### src/logic/brd_pkg.sv
// package for the baud rate detector: register map, field layout, reset values, timing counts
// assumes a 32-bit classic wishbone slave, one word per register
package brd_pkg;
	localparam logic [7:0] BRD_START_IDX     = 8'h10;
	localparam logic [7:0] BRD_LOWER_IDX     = 8'h11;
	localparam logic [7:0] BRD_UPPER_IDX     = 8'h12;
	localparam logic [7:0] BRD_CTRL_IDX      = 8'h20;
	localparam logic [7:0] BRD_TIMER_IDX     = 8'h21;
	localparam logic [7:0] BRD_STATUS_IDX    = 8'h22;
	localparam int         BRD_FIELD_W       = 6;
	localparam logic [5:0] BRD_LIMIT_RST     = 6'h00;
	localparam logic [5:0] BRD_TIMER_INIT_RST = 6'h3f;
	localparam logic [4:0] BRD_CNT_TOP       = 5'd29;
	localparam logic [4:0] BRD_CNT_WRAP      = 5'd10;
	localparam logic [5:0] BRD_DIV_TIMER     = 6'd20;
	localparam int         BRD_CTRL_HALVE_BIT = 0;
	localparam int         BRD_CTRL_RELOAD_BIT = 1;
	localparam logic [7:0] BRD_PASS_RST      = 8'h00;

	typedef struct packed {
		logic       pass;
		logic       fail;
		logic       rise;
	} brd_result_s;
endpackage

### src/logic/brd_top.sv
// baud rate detector: like-transition spacing checker with diversity-timer start compare
// assumes rx_data synchronous to clock; software on classic wishbone, 32-bit data
//
// Behaviour
// - The test starts once the diversity timer equals the programmed start value.
// - The diversity timer counts down from a separately programmed initial value.
// - The diversity timer keeps running even when automatic diversity is off.
// - The timer steps every 20 clocks, or every 40 clocks with clock halving.
// - A like-transition spacing below the lower bound fails the test.
// - Rising and falling spacings use two separate identical counters.
// - Each counter counts up from zero and wraps from 29 to 10.
// - Counters step each clock, or every second clock with clock halving.
// - A like-transition spacing above the upper bound fails the test.
// - The pass count clears whenever the antenna selection changes.
//
// Chosen here: the Wishbone interface to the registers.
`timescale 1ns/1ns
module brd_top
	import brd_pkg::*;
(
	input  wire logic             clock,
	input  wire logic             rst_n,
	input  wire logic             wb_cyc_i,
	input  wire logic             wb_stb_i,
	input  wire logic             wb_we_i,
	input  wire logic [7:0]       wb_adr_i,
	input  wire logic [3:0]       wb_sel_i,
	input  wire logic [31:0]      wb_dat_i,
	output logic      [31:0]      wb_dat_o,
	output logic                  wb_ack_o,
	input  wire logic             rx_data,
	input  wire logic             antenna_select,
	output logic                  detect_active,
	output brd_pkg::brd_result_s  test_result
);
	import brd_pkg::*;

	logic       rst_s1_r, rst_s2_r;
	logic [5:0] detect_start_value_r, spacing_lower_bound_r, spacing_upper_bound_r;
	logic [5:0] timer_init_r, div_timer_r, timer_r;
	logic       clock_halving_select_r, reload_r, half_r, rx_prev_r, ant_prev_r;
	logic [4:0] rise_cnt_r, fall_cnt_r;
	logic [7:0] pass_cnt_r;
	logic       active_r, ack_r;
	logic [31:0] dat_r;
	brd_result_s res_r;

	// reset released through two flops
	always_ff @(posedge clock or negedge rst_n)
	begin
		if (!rst_n)
		begin
			rst_s1_r <= 1'b0;
			rst_s2_r <= 1'b0;
		end
		else
		begin
			rst_s1_r <= 1'b1;
			rst_s2_r <= rst_s1_r;
		end
	end
	wire rst_i_n = rst_s2_r;

	function automatic logic [4:0] brd_step(input logic [4:0] c);
		brd_step = (c == BRD_CNT_TOP) ? BRD_CNT_WRAP : c + 5'd1;
	endfunction

	// wishbone decode; one-cycle answer, ack drops after each beat
	// read data is captured on the request edge, a write lands on the acked edge
	wire req      = wb_cyc_i && wb_stb_i && !ack_r;
	wire beat     = wb_cyc_i && wb_stb_i && ack_r;
	wire wr_lo    = beat && wb_we_i && wb_sel_i[0];
	wire [7:0] idx = {2'b00, wb_adr_i[7:2]};
	wire wr_start = wr_lo && (idx == BRD_START_IDX);
	wire wr_lower = wr_lo && (idx == BRD_LOWER_IDX);
	wire wr_upper = wr_lo && (idx == BRD_UPPER_IDX);
	wire wr_ctrl  = wr_lo && (idx == BRD_CTRL_IDX);
	wire wr_timer = wr_lo && (idx == BRD_TIMER_IDX);
	wire [31:0] rd_mux =
		(idx == BRD_START_IDX)  ? {26'h0, detect_start_value_r} :
		(idx == BRD_LOWER_IDX)  ? {26'h0, spacing_lower_bound_r} :
		(idx == BRD_UPPER_IDX)  ? {26'h0, spacing_upper_bound_r} :
		(idx == BRD_CTRL_IDX)   ? {30'h0, reload_r, clock_halving_select_r} :
		(idx == BRD_TIMER_IDX)  ? {18'h0, timer_r, 2'b00, timer_init_r} :
		(idx == BRD_STATUS_IDX) ? {23'h0, active_r, pass_cnt_r} : 32'h0;

	// timing ticks
	wire timer_tick = (div_timer_r == BRD_DIV_TIMER - 6'd1) && (!clock_halving_select_r || half_r);
	wire baud_tick  = !clock_halving_select_r || half_r;
	wire rise_edge  = rx_data && !rx_prev_r;
	wire fall_edge  = !rx_data && rx_prev_r;
	wire start_hit  = (timer_r == detect_start_value_r);
	wire [4:0] meas = rise_edge ? rise_cnt_r : fall_cnt_r;
	wire in_range   = ({1'b0, meas} >= spacing_lower_bound_r) &&
	                  ({1'b0, meas} <= spacing_upper_bound_r);
	wire tested     = active_r && (rise_edge || fall_edge);
	wire ant_change = antenna_select != ant_prev_r;
	// the edge cycle's own tick counts, so a spacing of n ticks reads n
	wire [4:0] restart_cnt = baud_tick ? 5'd1 : 5'd0;

	always_ff @(posedge clock or negedge rst_i_n)
	begin
		if (!rst_i_n)
		begin
			detect_start_value_r   <= BRD_LIMIT_RST;
			spacing_lower_bound_r  <= BRD_LIMIT_RST;
			spacing_upper_bound_r  <= BRD_LIMIT_RST;
			clock_halving_select_r <= 1'b0;
			reload_r               <= 1'b0;
			timer_init_r           <= BRD_TIMER_INIT_RST;
			ack_r                  <= 1'b0;
			dat_r                  <= 32'h0;
		end
		else
		begin
			ack_r <= req;
			if (req)
				dat_r <= rd_mux;
			// reserved bits 7:6 are dropped
			if (wr_start)
				detect_start_value_r <= wb_dat_i[5:0];
			if (wr_lower)
				spacing_lower_bound_r <= wb_dat_i[5:0];
			if (wr_upper)
				spacing_upper_bound_r <= wb_dat_i[5:0];
			if (wr_ctrl)
			begin
				clock_halving_select_r <= wb_dat_i[BRD_CTRL_HALVE_BIT];
				reload_r               <= wb_dat_i[BRD_CTRL_RELOAD_BIT];
			end
			if (wr_timer)
				timer_init_r <= wb_dat_i[5:0];
		end
	end

	always_ff @(posedge clock or negedge rst_i_n)
	begin
		if (!rst_i_n)
		begin
			half_r      <= 1'b0;
			div_timer_r <= 6'h00;
			timer_r     <= BRD_TIMER_INIT_RST;
			active_r    <= 1'b0;
		end
		else
		begin
			half_r <= !half_r;
			if (!clock_halving_select_r || half_r)
				div_timer_r <= timer_tick ? 6'h00 : div_timer_r + 6'd1;
			// free running: never gated by diversity enable, reloads from initial value
			if (ant_change || (reload_r && timer_r == 6'h00 && timer_tick))
				timer_r <= timer_init_r;
			else if (timer_tick)
				timer_r <= timer_r - 6'd1;
			if (ant_change)
				active_r <= 1'b0;
			else if (start_hit)
				active_r <= 1'b1;
		end
	end

	always_ff @(posedge clock or negedge rst_i_n)
	begin
		if (!rst_i_n)
		begin
			rx_prev_r  <= 1'b0;
			ant_prev_r <= 1'b0;
			rise_cnt_r <= 5'd0;
			fall_cnt_r <= 5'd0;
			pass_cnt_r <= BRD_PASS_RST;
			res_r      <= '0;
		end
		else
		begin
			rx_prev_r  <= rx_data;
			ant_prev_r <= antenna_select;
			if (rise_edge)
				rise_cnt_r <= restart_cnt;
			else if (baud_tick)
				rise_cnt_r <= brd_step(rise_cnt_r);
			if (fall_edge)
				fall_cnt_r <= restart_cnt;
			else if (baud_tick)
				fall_cnt_r <= brd_step(fall_cnt_r);
			res_r.pass <= tested && in_range;
			res_r.fail <= tested && !in_range;
			res_r.rise <= tested ? rise_edge : res_r.rise;
			if (ant_change)
				pass_cnt_r <= BRD_PASS_RST;
			else if (tested && in_range && pass_cnt_r != 8'hff)
				pass_cnt_r <= pass_cnt_r + 8'd1;
		end
	end

	assign wb_ack_o      = ack_r;
	assign wb_dat_o      = dat_r;
	assign detect_active = active_r;
	assign test_result   = res_r;
endmodule

### config.mk
export PLATFORM = sky130hd
export DESIGN_NAME = brd_top
export DESIGN_NICKNAME = d
export VERILOG_FILES = /design/src/logic/brd_pkg.sv /design/src/logic/brd_top.sv
export SDC_FILE = /design/constraint.sdc
export NUM_CORES = 1
export LEC_CHECK = 0
export BUFFER_PORTS_ARGS = -buffer_cell sky130_fd_sc_hd__buf_4
export CORE_MARGIN = 1
export CORE_UTILIZATION = 50
export CTS_CLUSTER_SIZE = 8
export DETAILED_ROUTE_END_ITERATION = 16
export PLACE_DENSITY = 0.73
export SLEW_MARGIN = 20
export SYNTH_ARGS = -nofsm -noshare
export SYNTH_HDL_FRONTEND = slang
export SYNTH_SLANG_ARGS = --single-unit
### constraint.sdc
create_clock -name clock -period 3.3 [get_ports clock]
set_clock_uncertainty 0.05 [all_clocks]
set_input_delay 0.495 -clock clock [delete_from_list [all_inputs] [get_ports clock]]
set_output_delay 0.495 -clock clock [all_outputs]
set_load 0.02 [all_outputs]
==> flow_metrics.py, run 1 <==
metrics = {
    "run_status": {
        "outcome": "complete, no violations",
    },
    "detailed_routing": {
        "detail_route.vias_per_cell": 5.65,
        "dr.pass1.iters": 6,
        "dr.first_iter.drc_count": 199,
        "drt-total-wl_um": 9840,
        "drtAntennaViolNets": 0,
        "num_vias": 3351,
        "drt-wirelength-per-cell_um": 16.6,
        "route.detailed.drc": 0,
    },
    "place": {
        "port_buffers": 38,
        "place_inst": 575,
        "dpl.hpwl_um": 7240,
        "gp_congestion": 0.849,
    },
    "global_routing": {
        "grt_max_degree": 79,
        "use_met1_pct": 30.0,
        "grt_overflow": 0,
        "grt_most_used_layer": "met2",
        "grt_pass1_vias": 3393,
        "track_usage_pct": 22.6,
        "use_met3_pct": 6.00,
        "grt_pass1_wl_um": 16700,
        "grt_use_met2_pct": 36.3,
        "antenna_found_initial": 0,
    },
    "die": {
        "die_y_um": 97.0,
        "die_x_um": 97.0,
        "die_area_mm2": 0.00941,
        "pin_count": 88,
        "row_count": 34,
        "start_util_pct": 51.7,
        "core_area_mm2": 0.00872,
    },
    "setup_path": {
        "crit_path_start_kind": "flip-flop",
        "worstSetupPathType": "reg -> reg",
        "crit_fanout": 7,
        "critPathCaptureType": "flip-flop",
        "critPathRequiredTime_ns": 3.55,
        "arrival_ns": 3.15,
    },
    "logic_synthesis": {
        "ys_async_sr_fraction_pct": 100,
        "synthCells": 443,
        "yosysWarningCount": 0,
        "synth.distinct_cells": 53,
        "ys_seq_area_share_pct": 44.7,
        "syn-cell-area_mm2": 0.00451,
        "yosysTopAreaCell": "dfrtp_1",
        "avgSynthCellArea_um2": 10.2,
        "yosysTopAreaCellShare_pct": 37.7,
        "synth_edf_count": 0,
        "ys_ff_latch": 80,
        "synthTopCellsByArea": "dfrtp_1 (38%), mux2_2 (7.2%), dfstp_2 (7.0%)",
        "synth_flop_cell": "dfrtp_1",
    },
    "finish": {
        "layout_common_cells": "dfrtp_1 (67), nand2_1 (50), buf_4 (40)",
        "fin_cells": 593,
        "final_common_cell": "dfrtp_1",
        "fin_nets": 551,
        "post-route-util_pct": 57.8,
        "syn2layout_area_growth_pct": 11.7,
        "diodes": 0,
        "nFillCells": 750,
        "drive_gt1_share_pct": 23.3,
    },
    "power_and_ir_drop": {
        "p_per_area_mw_per_mm2": 533,
        "p_leak_nw": 2.35,
        "ir_drop_mv": 0.429,
    },
    "sta": {
        "finalSetupTns_ns": 0,
        "hold_violations": 0,
        "fmax_mhz": 344,
        "fin_crit_ns": 2.90,
        "slew_violations": 0,
        "fin_crit_sh_pct": 88.0,
        "slew_headroom_pct": 44.7,
        "rsz0062_at_grt": "false",
        "setup_viol": 0,
        "tightest_slew_ns": 0.826,
    },
    "cts": {
        "tritoncts": "built",
        "cts_sinks": 80,
        "clk_latency_ns": 0.36,
        "h-tree-depth": 3,
        "numCtsBuffers": 9,
        "cts_resized": 0,
        "clock_path_buffers": 2,
        "cts_setup_buffers": 0,
        "clk_pin_slew_worst_paths_ns": 0.09,
        "cts-root-buf": "clkbuf_8",
    },
    "worst_hold_path": {
        "hp-class": "reg -> async",
    },
    "flow_run": {
        "maxCapViolCount": 0,
    },
}
==> report_power, final <==
group / switching [mW] / internal, mW / leakage [nW]
clock: 0.361 / 0.349 / 0.0856
combinational: 0.404 / 0.298 / 1.23
sequential: 0.167 / 1.11 / 1.04
total: 0.932 / 1.75 / 2.35
==> Yosys cell counts (all sizes together), types with 4 or more instances <==
cell / number
nand4: 8
xnor2: 4
a22oi: 5
inv: 21
clkbuf: 11
dfstp: 12
nor3: 6
nand2b: 10
mux2: 30
xor2: 7
nor2b: 5
nand3: 15
buf: 22
mux2i: 18
nand2: 54
nor4: 6
ha: 20
nor2: 21
and3: 4
dfrtp: 68
nor4b: 4
a31oi: 6
o21ai: 29
a21oi: 16
o31ai: 6
a211oi: 6
==> final timing paths <==
| check | from | to | slack, ns | cells past startpoint |
|---|---|---|---|---|
| min | rst_i_n | pass_cnt_r[4] | 0.21 | 0 |
| min in group clock | antenna_select | ant_prev_r | 0.21 | 1 |
| max | rx_prev_r | pass_cnt_r[7] | 0.40 | 9 |
| max in group asynchronous | rst_i_n | timer_init_r[3] | 2.35 | 1 |
| max reg2reg | rx_prev_r | pass_cnt_r[7] | 0.40 | 9 |
| min reg2reg | rst_i_n | pass_cnt_r[4] | 0.21 | 0 |
==> state kept, by name (all words and copies together), names as in the netlist <==
name and cells:
div_timer_r 6, detect_active 1, half_r 1, pass_cnt_r 8, spacing_lower_bound_r 6, timer_init_r 6
rst_i_n 1, wb_dat_o 14, ant_prev_r 1, spacing_upper_bound_r 6, fall_cnt_r 5, clock_halving_select_r 1
rise_cnt_r 5, rst_s1_r 1, timer_r 6, detect_start_value_r 6, wb_ack_o 1, reload_r 1
rx_prev_r 1, test_result 3
==> stage by stage <==
step                      hold WS (ns)  setup WS [ns]  cell area (um^2)  power (mW)
final                            0.209          0.397              5040        2.69
after global placement           0.228          0.302              4810        1.94
after detailed placement         0.230          0.227              4810        1.98
after floorplan                  0.149          0.755              4570        1.78
after global routing             0.200          0.121              5040        2.86
after CTS                        0.203          0.330              5010        2.69
==> layout make-up <==
type / instances / area, um^2 / area share [%]
sequential: 80 / 2020 / 40.1
timing repair buffer: 42 / 338 / 6.70
clock inverter: 5 / 57.6 / 1.14
inverter: 21 / 78.8 / 1.56
clock buffer: 11 / 131 / 2.61
multi-input combinational: 326 / 2280 / 45.2
tap: 108 / 135 / 2.68
==> timing repair <==
action	4_1_cts	5_1_grt
endpoints found under the hold margin	2	0
hold buffers	1	0
endpoints found under the setup margin	0	0
==> cell families (layout without fill, tap and decap cells) <==
logic type | count (synthesis) | count (layout) | share of synthesized area [%]
and+or+nand+nor | 150 | 150 | 18.3
buffers and inverters | 54 | 79 | 6.21
other | 2 | 19 | 0.166
AOI/OAI and AO/OA | 78 | 78 | 11.4
muxes | 48 | 48 | 11.5
DFF | 80 | 80 | 44.7
xor gates and xnor gates | 11 | 11 | 2.14
adders and majority gates | 20 | 20 | 5.55
==> metal layers <==
| layer | routed length [um] | up-vias | share of wire, % |
|---|---|---|---|
| li1 | - | 1618 | - |
| met1 | 4520 | 1663 | 46 |
| met2 | 4770 | 57 | 48 |
| met3 | 416 | 13 | 4.2 |
| met4 | 131 | 0 | 1.3 |
| met5 | 0 | - | 0 |
==> critical path, cell delays in order, from the launching register on <==
cell and delay, ns:
dfrtp_1 0.39, inv_1 0.08, ha_1 0.30, mux2_2 0.40
ha_1 0.31, o211ai_1 0.09, o21ai_0 0.36, nand2_1 0.22
nor4_1 0.42, mux2i_1 0.22
(Power assumes the default switching activity.)
==> inputs of run 2 (changes only) <==
Settings changed: CELL_PAD_IN_SITES_DETAIL_PLACEMENT from default to 1, CELL_PAD_IN_SITES_GLOBAL_PLACEMENT from default to 1, CORE_UTILIZATION 50 to 43, PLACE_DENSITY 0.73 to default, PLACE_DENSITY_LB_ADDON from default to 0.1, SLEW_MARGIN 20 to 5.
==> flow_metrics.py, run 2 (same netlist as run 1, synthesis figures left out) <==
metrics = {
    "setup_path": {
        "crit_fanout": 10,
        "crit_path_top_delay_cell": "a211oi_2",
        "crit_chain": "inv_1 > ha_1 > o21ai_0 > ha_1 > nor2b_1 > o211ai_1 > a211oi_2 > nor3_1 > mux2i_1",
        "worstSetupPathType": "reg -> reg",
        "critPathRequiredTime_ns": 3.48,
        "worst_path_largest_cell_delay_ns": 0.67,
        "arrival_ns": 3.11,
        "crit_top_cell": "ha_1",
        "crit_path_start_kind": "flip-flop",
        "reg2regPathDepth": 9,
        "critPathCaptureType": "flip-flop",
    },
    "die": {
        "die_y_um": 104,
        "start_util_pct": 44.1,
        "die_x_um": 104,
        "die_area_mm2": 0.0109,
        "pin_count": 88,
        "row_count": 37,
        "core_area_mm2": 0.0102,
    },
    "finish": {
        "drive_gt1_share_pct": 23.5,
        "layout_common_cells": "dfrtp_1 (67), nand2_1 (50), buf_4 (41)",
        "fin_nets": 551,
        "final_common_cell": "dfrtp_1",
        "syn2layout_area_growth_pct": 13.3,
        "diodes": 0,
        "nFillCells": 1164,
        "largest_register_ff_count": 14,
    },
    "cts": {
        "cts_resized": 0,
        "h-tree-depth": 3,
        "clk_latency_ns": 0.36,
        "clk_pin_slew_worst_paths_ns": 0.09,
        "cts-root-buf": "clkbuf_8",
        "tritoncts": "built",
        "numCtsBuffers": 9,
        "cts_sinks": 80,
        "clock_path_buffers": 2,
    },
    "detailed_routing": {
        "drt-wirelength-per-cell_um": 18.1,
        "wl_met2_um": 5370,
        "dr.pass1.iters": 4,
        "num_vias": 3415,
        "wl_met1_um": 5430,
        "drtAntennaViolNets": 0,
        "topRoutingLayerUsed": "met4",
        "wl_met3_um": 273,
        "detail_route.vias_per_cell": 5.50,
        "route.detailed.drc": 0,
        "drt-total-wl_um": 11300,
        "dr.first_iter.drc_count": 157,
    },
    "sta": {
        "tightest_slew_ns": 1.04,
        "fin_crit_sh_pct": 88.7,
        "fin_crit_ns": 2.93,
        "setup_viol": 0,
        "fmax_mhz": 342,
        "finalSetupTns_ns": 0,
        "slew_headroom_pct": 30.4,
        "rsz0062_at_grt": "false",
        "hold_violations": 0,
        "slew_violations": 0,
    },
    "global_routing": {
        "grt_pass1_wl_um": 18700,
        "grt_pass1_vias": 3510,
        "grt_overflow": 0,
        "grt_max_degree": 79,
        "track_usage_pct": 22.1,
        "antenna_found_initial": 0,
    },
    "worst_hold_path": {
        "holdPathStages": 1,
        "hp-class": "in -> reg",
    },
    "power_and_ir_drop": {
        "total_power_mw": 2.89,
        "p_leak_nw": 2.37,
        "p_per_area_mw_per_mm2": 566,
        "ir_drop_mv": 0.264,
    },
    "place": {
        "gp_congestion": 0.804,
        "port_buffers": 38,
        "dpl.hpwl_um": 8290,
    },
    "flow_run": {
        "maxCapViolCount": 0,
    },
    "run_status": {
        "outcome": "complete, no violations",
    },
}
-- run 2: cell count changes in the layout (fill, tap and decap cells not counted) --
cell        change
clkinvlp_4      -1
bufinv_16       +2
buf_4           +1
buf_16          -1
clkbuf_8        +1
clkbuf_1        -1
clkinv_2        -1
-- run 2: worst paths after layout --
kind                       slack, ns  startpoint              to
max                             0.37   rx_prev_r   pass_cnt_r[1]
min                             0.21     rx_data       rx_prev_r
max reg2reg                     0.37   rx_prev_r   pass_cnt_r[1]
min reg2reg                     0.31    rst_s1_r         rst_i_n
max in group asynchronous       2.06     rst_i_n  div_timer_r[3]
min in group asynchronous       0.39       rst_n         rst_i_n
-- run 2: timing repair --
| item | 4_1_cts | 5_1_grt |
|---|---|---|
| buffers inserted | 0 | 0 |
| endpoints found under the hold margin | 2 | 0 |
| hold buffers | 1 | 0 |
-- run 2: critical path, delay by kind of cell (launching register included) --
kind,cells,cell delay (ns)
mux,1,0.17
compound gates,3,1.00
simple gates,2,0.38
buf+inv,1,0.09
fa+ha+maj,2,0.71
flops,1,0.39
-- run 2: through the flow --
stage,std cells,area [um^2],setup slack (ns),hold slack [ns],util (%)
CTS,621,5110,0.314,0.205,50.0
floorplan,460,4570,0.755,0.149,-
global placement,604,4850,0.280,0.227,47.5
global route,621,5110,0.116,0.206,50.0
detailed placement,604,4850,0.197,0.229,47.5
finish,621,5110,0.372,0.214,50.0
-- run 2: power breakdown --
part	internal, mW	leakage (nW)	switching (mW)	total, mW
logic	0.295	1.22	0.408	0.703
registers	1.11	1.04	0.178	1.29
clock network	0.524	0.116	0.380	0.904
total	1.93	2.37	0.966	2.89
-- run 2: area by class of cell --
type | count | area (um^2) | area share [%]
Inverter | 21 | 78.8 | 1.54
Clock inverter | 5 | 105 | 2.06
Tap cell | 136 | 170 | 3.33
Timing Repair Buffer | 42 | 318 | 6.22
Sequential cell | 80 | 2020 | 39.5
Clock buffer | 11 | 141 | 2.77
Multi-Input combinational cell | 326 | 2280 | 44.6
-- run 2: per-layer routing --
metal  global-route usage, %  vias up
li1                        -     1601
met1                    31.2     1757
met2                    34.7       42
met3                    2.76       15
met4                    8.16        0
met5                       0        -
==> inputs of run 3 (changes only) <==
Settings changed: CORE_ASPECT_RATIO from default to 0.9.
==> flow_metrics.py, run 3 (same netlist as run 1, synthesis figures left out) <==
metrics = {
    "finish": {
        "fin_nets": 550,
        "diodes": 0,
        "final_common_cell": "dfrtp_1",
        "drive_gt1_share_pct": 23.3,
        "final_area_mm2": 0.00518,
        "nFillCells": 1129,
        "syn2layout_area_growth_pct": 14.9,
        "layout_common_cells": "dfrtp_1 (67), nand2_1 (50), buf_4 (40)",
        "largest_register_ff_count": 14,
    },
    "setup_path": {
        "path_buf_inv": 1,
        "worst_path_largest_cell_delay_ns": 0.43,
        "crit_start": "rx_prev_r",
        "worstSetupPathType": "reg -> reg",
        "reg2reg_setup_slack_ns": 0.30,
        "crit_path_top_delay_cell": "nor4_1",
        "critPathRequiredTime_ns": 3.52,
        "crit_chain": "inv_1 > ha_1 > mux2_2 > ha_1 > o211ai_1 > o21ai_0 > nand2_1 > nor4_1 > mux2i_1",
        "crit_fanout": 7,
        "crit_path_start_kind": "flip-flop",
        "crit_top_cell": "ha_1",
        "critPathCaptureType": "flip-flop",
        "arrival_ns": 3.21,
        "critical_path.top_delay_family": "simple AND/OR/NAND/NOR gates",
        "r2r_start": "rx_prev_r",
    },
    "cts": {
        "tritoncts": "built",
        "clk_pin_slew_worst_paths_ns": 0.06,
        "clock_path_buffers": 2,
        "clk_latency_ns": 0.34,
        "numCtsBuffers": 9,
        "h-tree-depth": 3,
        "cts_sinks": 80,
        "cts-root-buf": "clkbuf_16",
        "cts_setup_buffers": 0,
        "ctsHoldBuffers": 1,
        "cts_resized": 0,
    },
    "die": {
        "pin_count": 88,
        "die_y_um": 99.2,
        "row_count": 35,
        "die_x_um": 110,
        "start_util_pct": 44.2,
        "die_area_mm2": 0.0109,
        "core_area_mm2": 0.0102,
    },
    "worst_hold_path": {
        "hp-start": "antenna_select",
        "hp-class": "in -> reg",
    },
    "power_and_ir_drop": {
        "p_per_area_mw_per_mm2": 600,
        "p_leak_nw": 2.41,
        "ir_drop_mv": 0.328,
    },
    "sta": {
        "setup_viol": 0,
        "finalSetupTns_ns": 0,
        "tightest_slew_ns": 1.05,
        "slew_violations": 0,
        "rsz0062_at_grt": "false",
        "fmax_mhz": 333,
        "fin_crit_ns": 3.00,
        "hold_violations": 0,
        "slew_headroom_pct": 30.0,
        "fin_crit_sh_pct": 90.9,
    },
    "global_routing": {
        "track_usage_pct": 22.7,
        "grt_max_degree": 79,
        "grt_overflow": 0,
        "grt_pass1_vias": 3488,
        "grt_pass1_wl_um": 18400,
        "antenna_found_initial": 0,
    },
    "place": {
        "postPlaceCellArea_mm2": 0.00484,
        "port_buffers": 38,
        "dpl.hpwl_um": 8080,
        "gp_congestion": 0.782,
    },
    "detailed_routing": {
        "num_vias": 3389,
        "detail_route.vias_per_cell": 5.53,
        "dr.pass1.iters": 4,
        "drt-total-wl_um": 11100,
        "route.detailed.drc": 0,
        "dr.first_iter.drc_count": 166,
        "drtAntennaViolNets": 0,
        "drt-wirelength-per-cell_um": 18.0,
    },
    "run_status": {
        "outcome": "complete, no violations",
    },
    "flow_run": {
        "maxCapViolCount": 0,
    },
}
-- run 3: final timing paths --
| kind | endpoint | depth (start not counted) |
|---|---|---|
| min in group asynchronous | rst_i_n | 2 |
| max in group asynchronous | spacing_lower_bound_r[2] | 0 |
| worst max register to register | pass_cnt_r[7] | 9 |
| worst min-delay path | ant_prev_r | 1 |
| worst max-delay path | pass_cnt_r[7] | 9 |
| worst min register to register | rst_i_n | 0 |
-- run 3: area by class of cell --
type | count | area (um^2) | share of cell area [%]
clock inverter | 4 | 76.3 | 1.47
clock buffer | 12 | 256 | 4.95
multi-input combinational | 326 | 2280 | 44.0
sequential | 80 | 2020 | 39.0
tap | 129 | 161 | 3.12
inverter | 21 | 78.8 | 1.52
timing repair buffer | 41 | 310 | 5.99
-- run 3: power by group --
| part | internal, mW | leakage (nW) | switching [mW] |
|---|---|---|---|
| clock | 0.706 | 0.159 | 0.411 |
| sequential | 1.11 | 1.04 | 0.181 |
| combinational | 0.293 | 1.21 | 0.411 |
-- run 3: through the flow --
stage | hold slack (ns) | power (mW) | util (%) | cells | setup WS, ns
CTS | 0.229 | 3.15 | 50.8 | 613 | 0.229
floorplan | 0.149 | 1.78 | - | 460 | 0.755
finish | 0.236 | 3.11 | 50.8 | 613 | 0.301
global route | 0.225 | 3.29 | 50.8 | 613 | 0.154
global placement | 0.228 | 1.96 | 47.4 | 596 | 0.283
detailed placement | 0.229 | 2.00 | 47.4 | 596 | 0.174
-- run 3: per-layer routing --
metal	vias up	share of wire [%]	global-route usage [%]
met5	-	0	0
met4	0	1.6	7.69
met3	17	3.5	4.65
met2	53	48	36.1
met1	1707	47	30.8
li1	1612	-	-
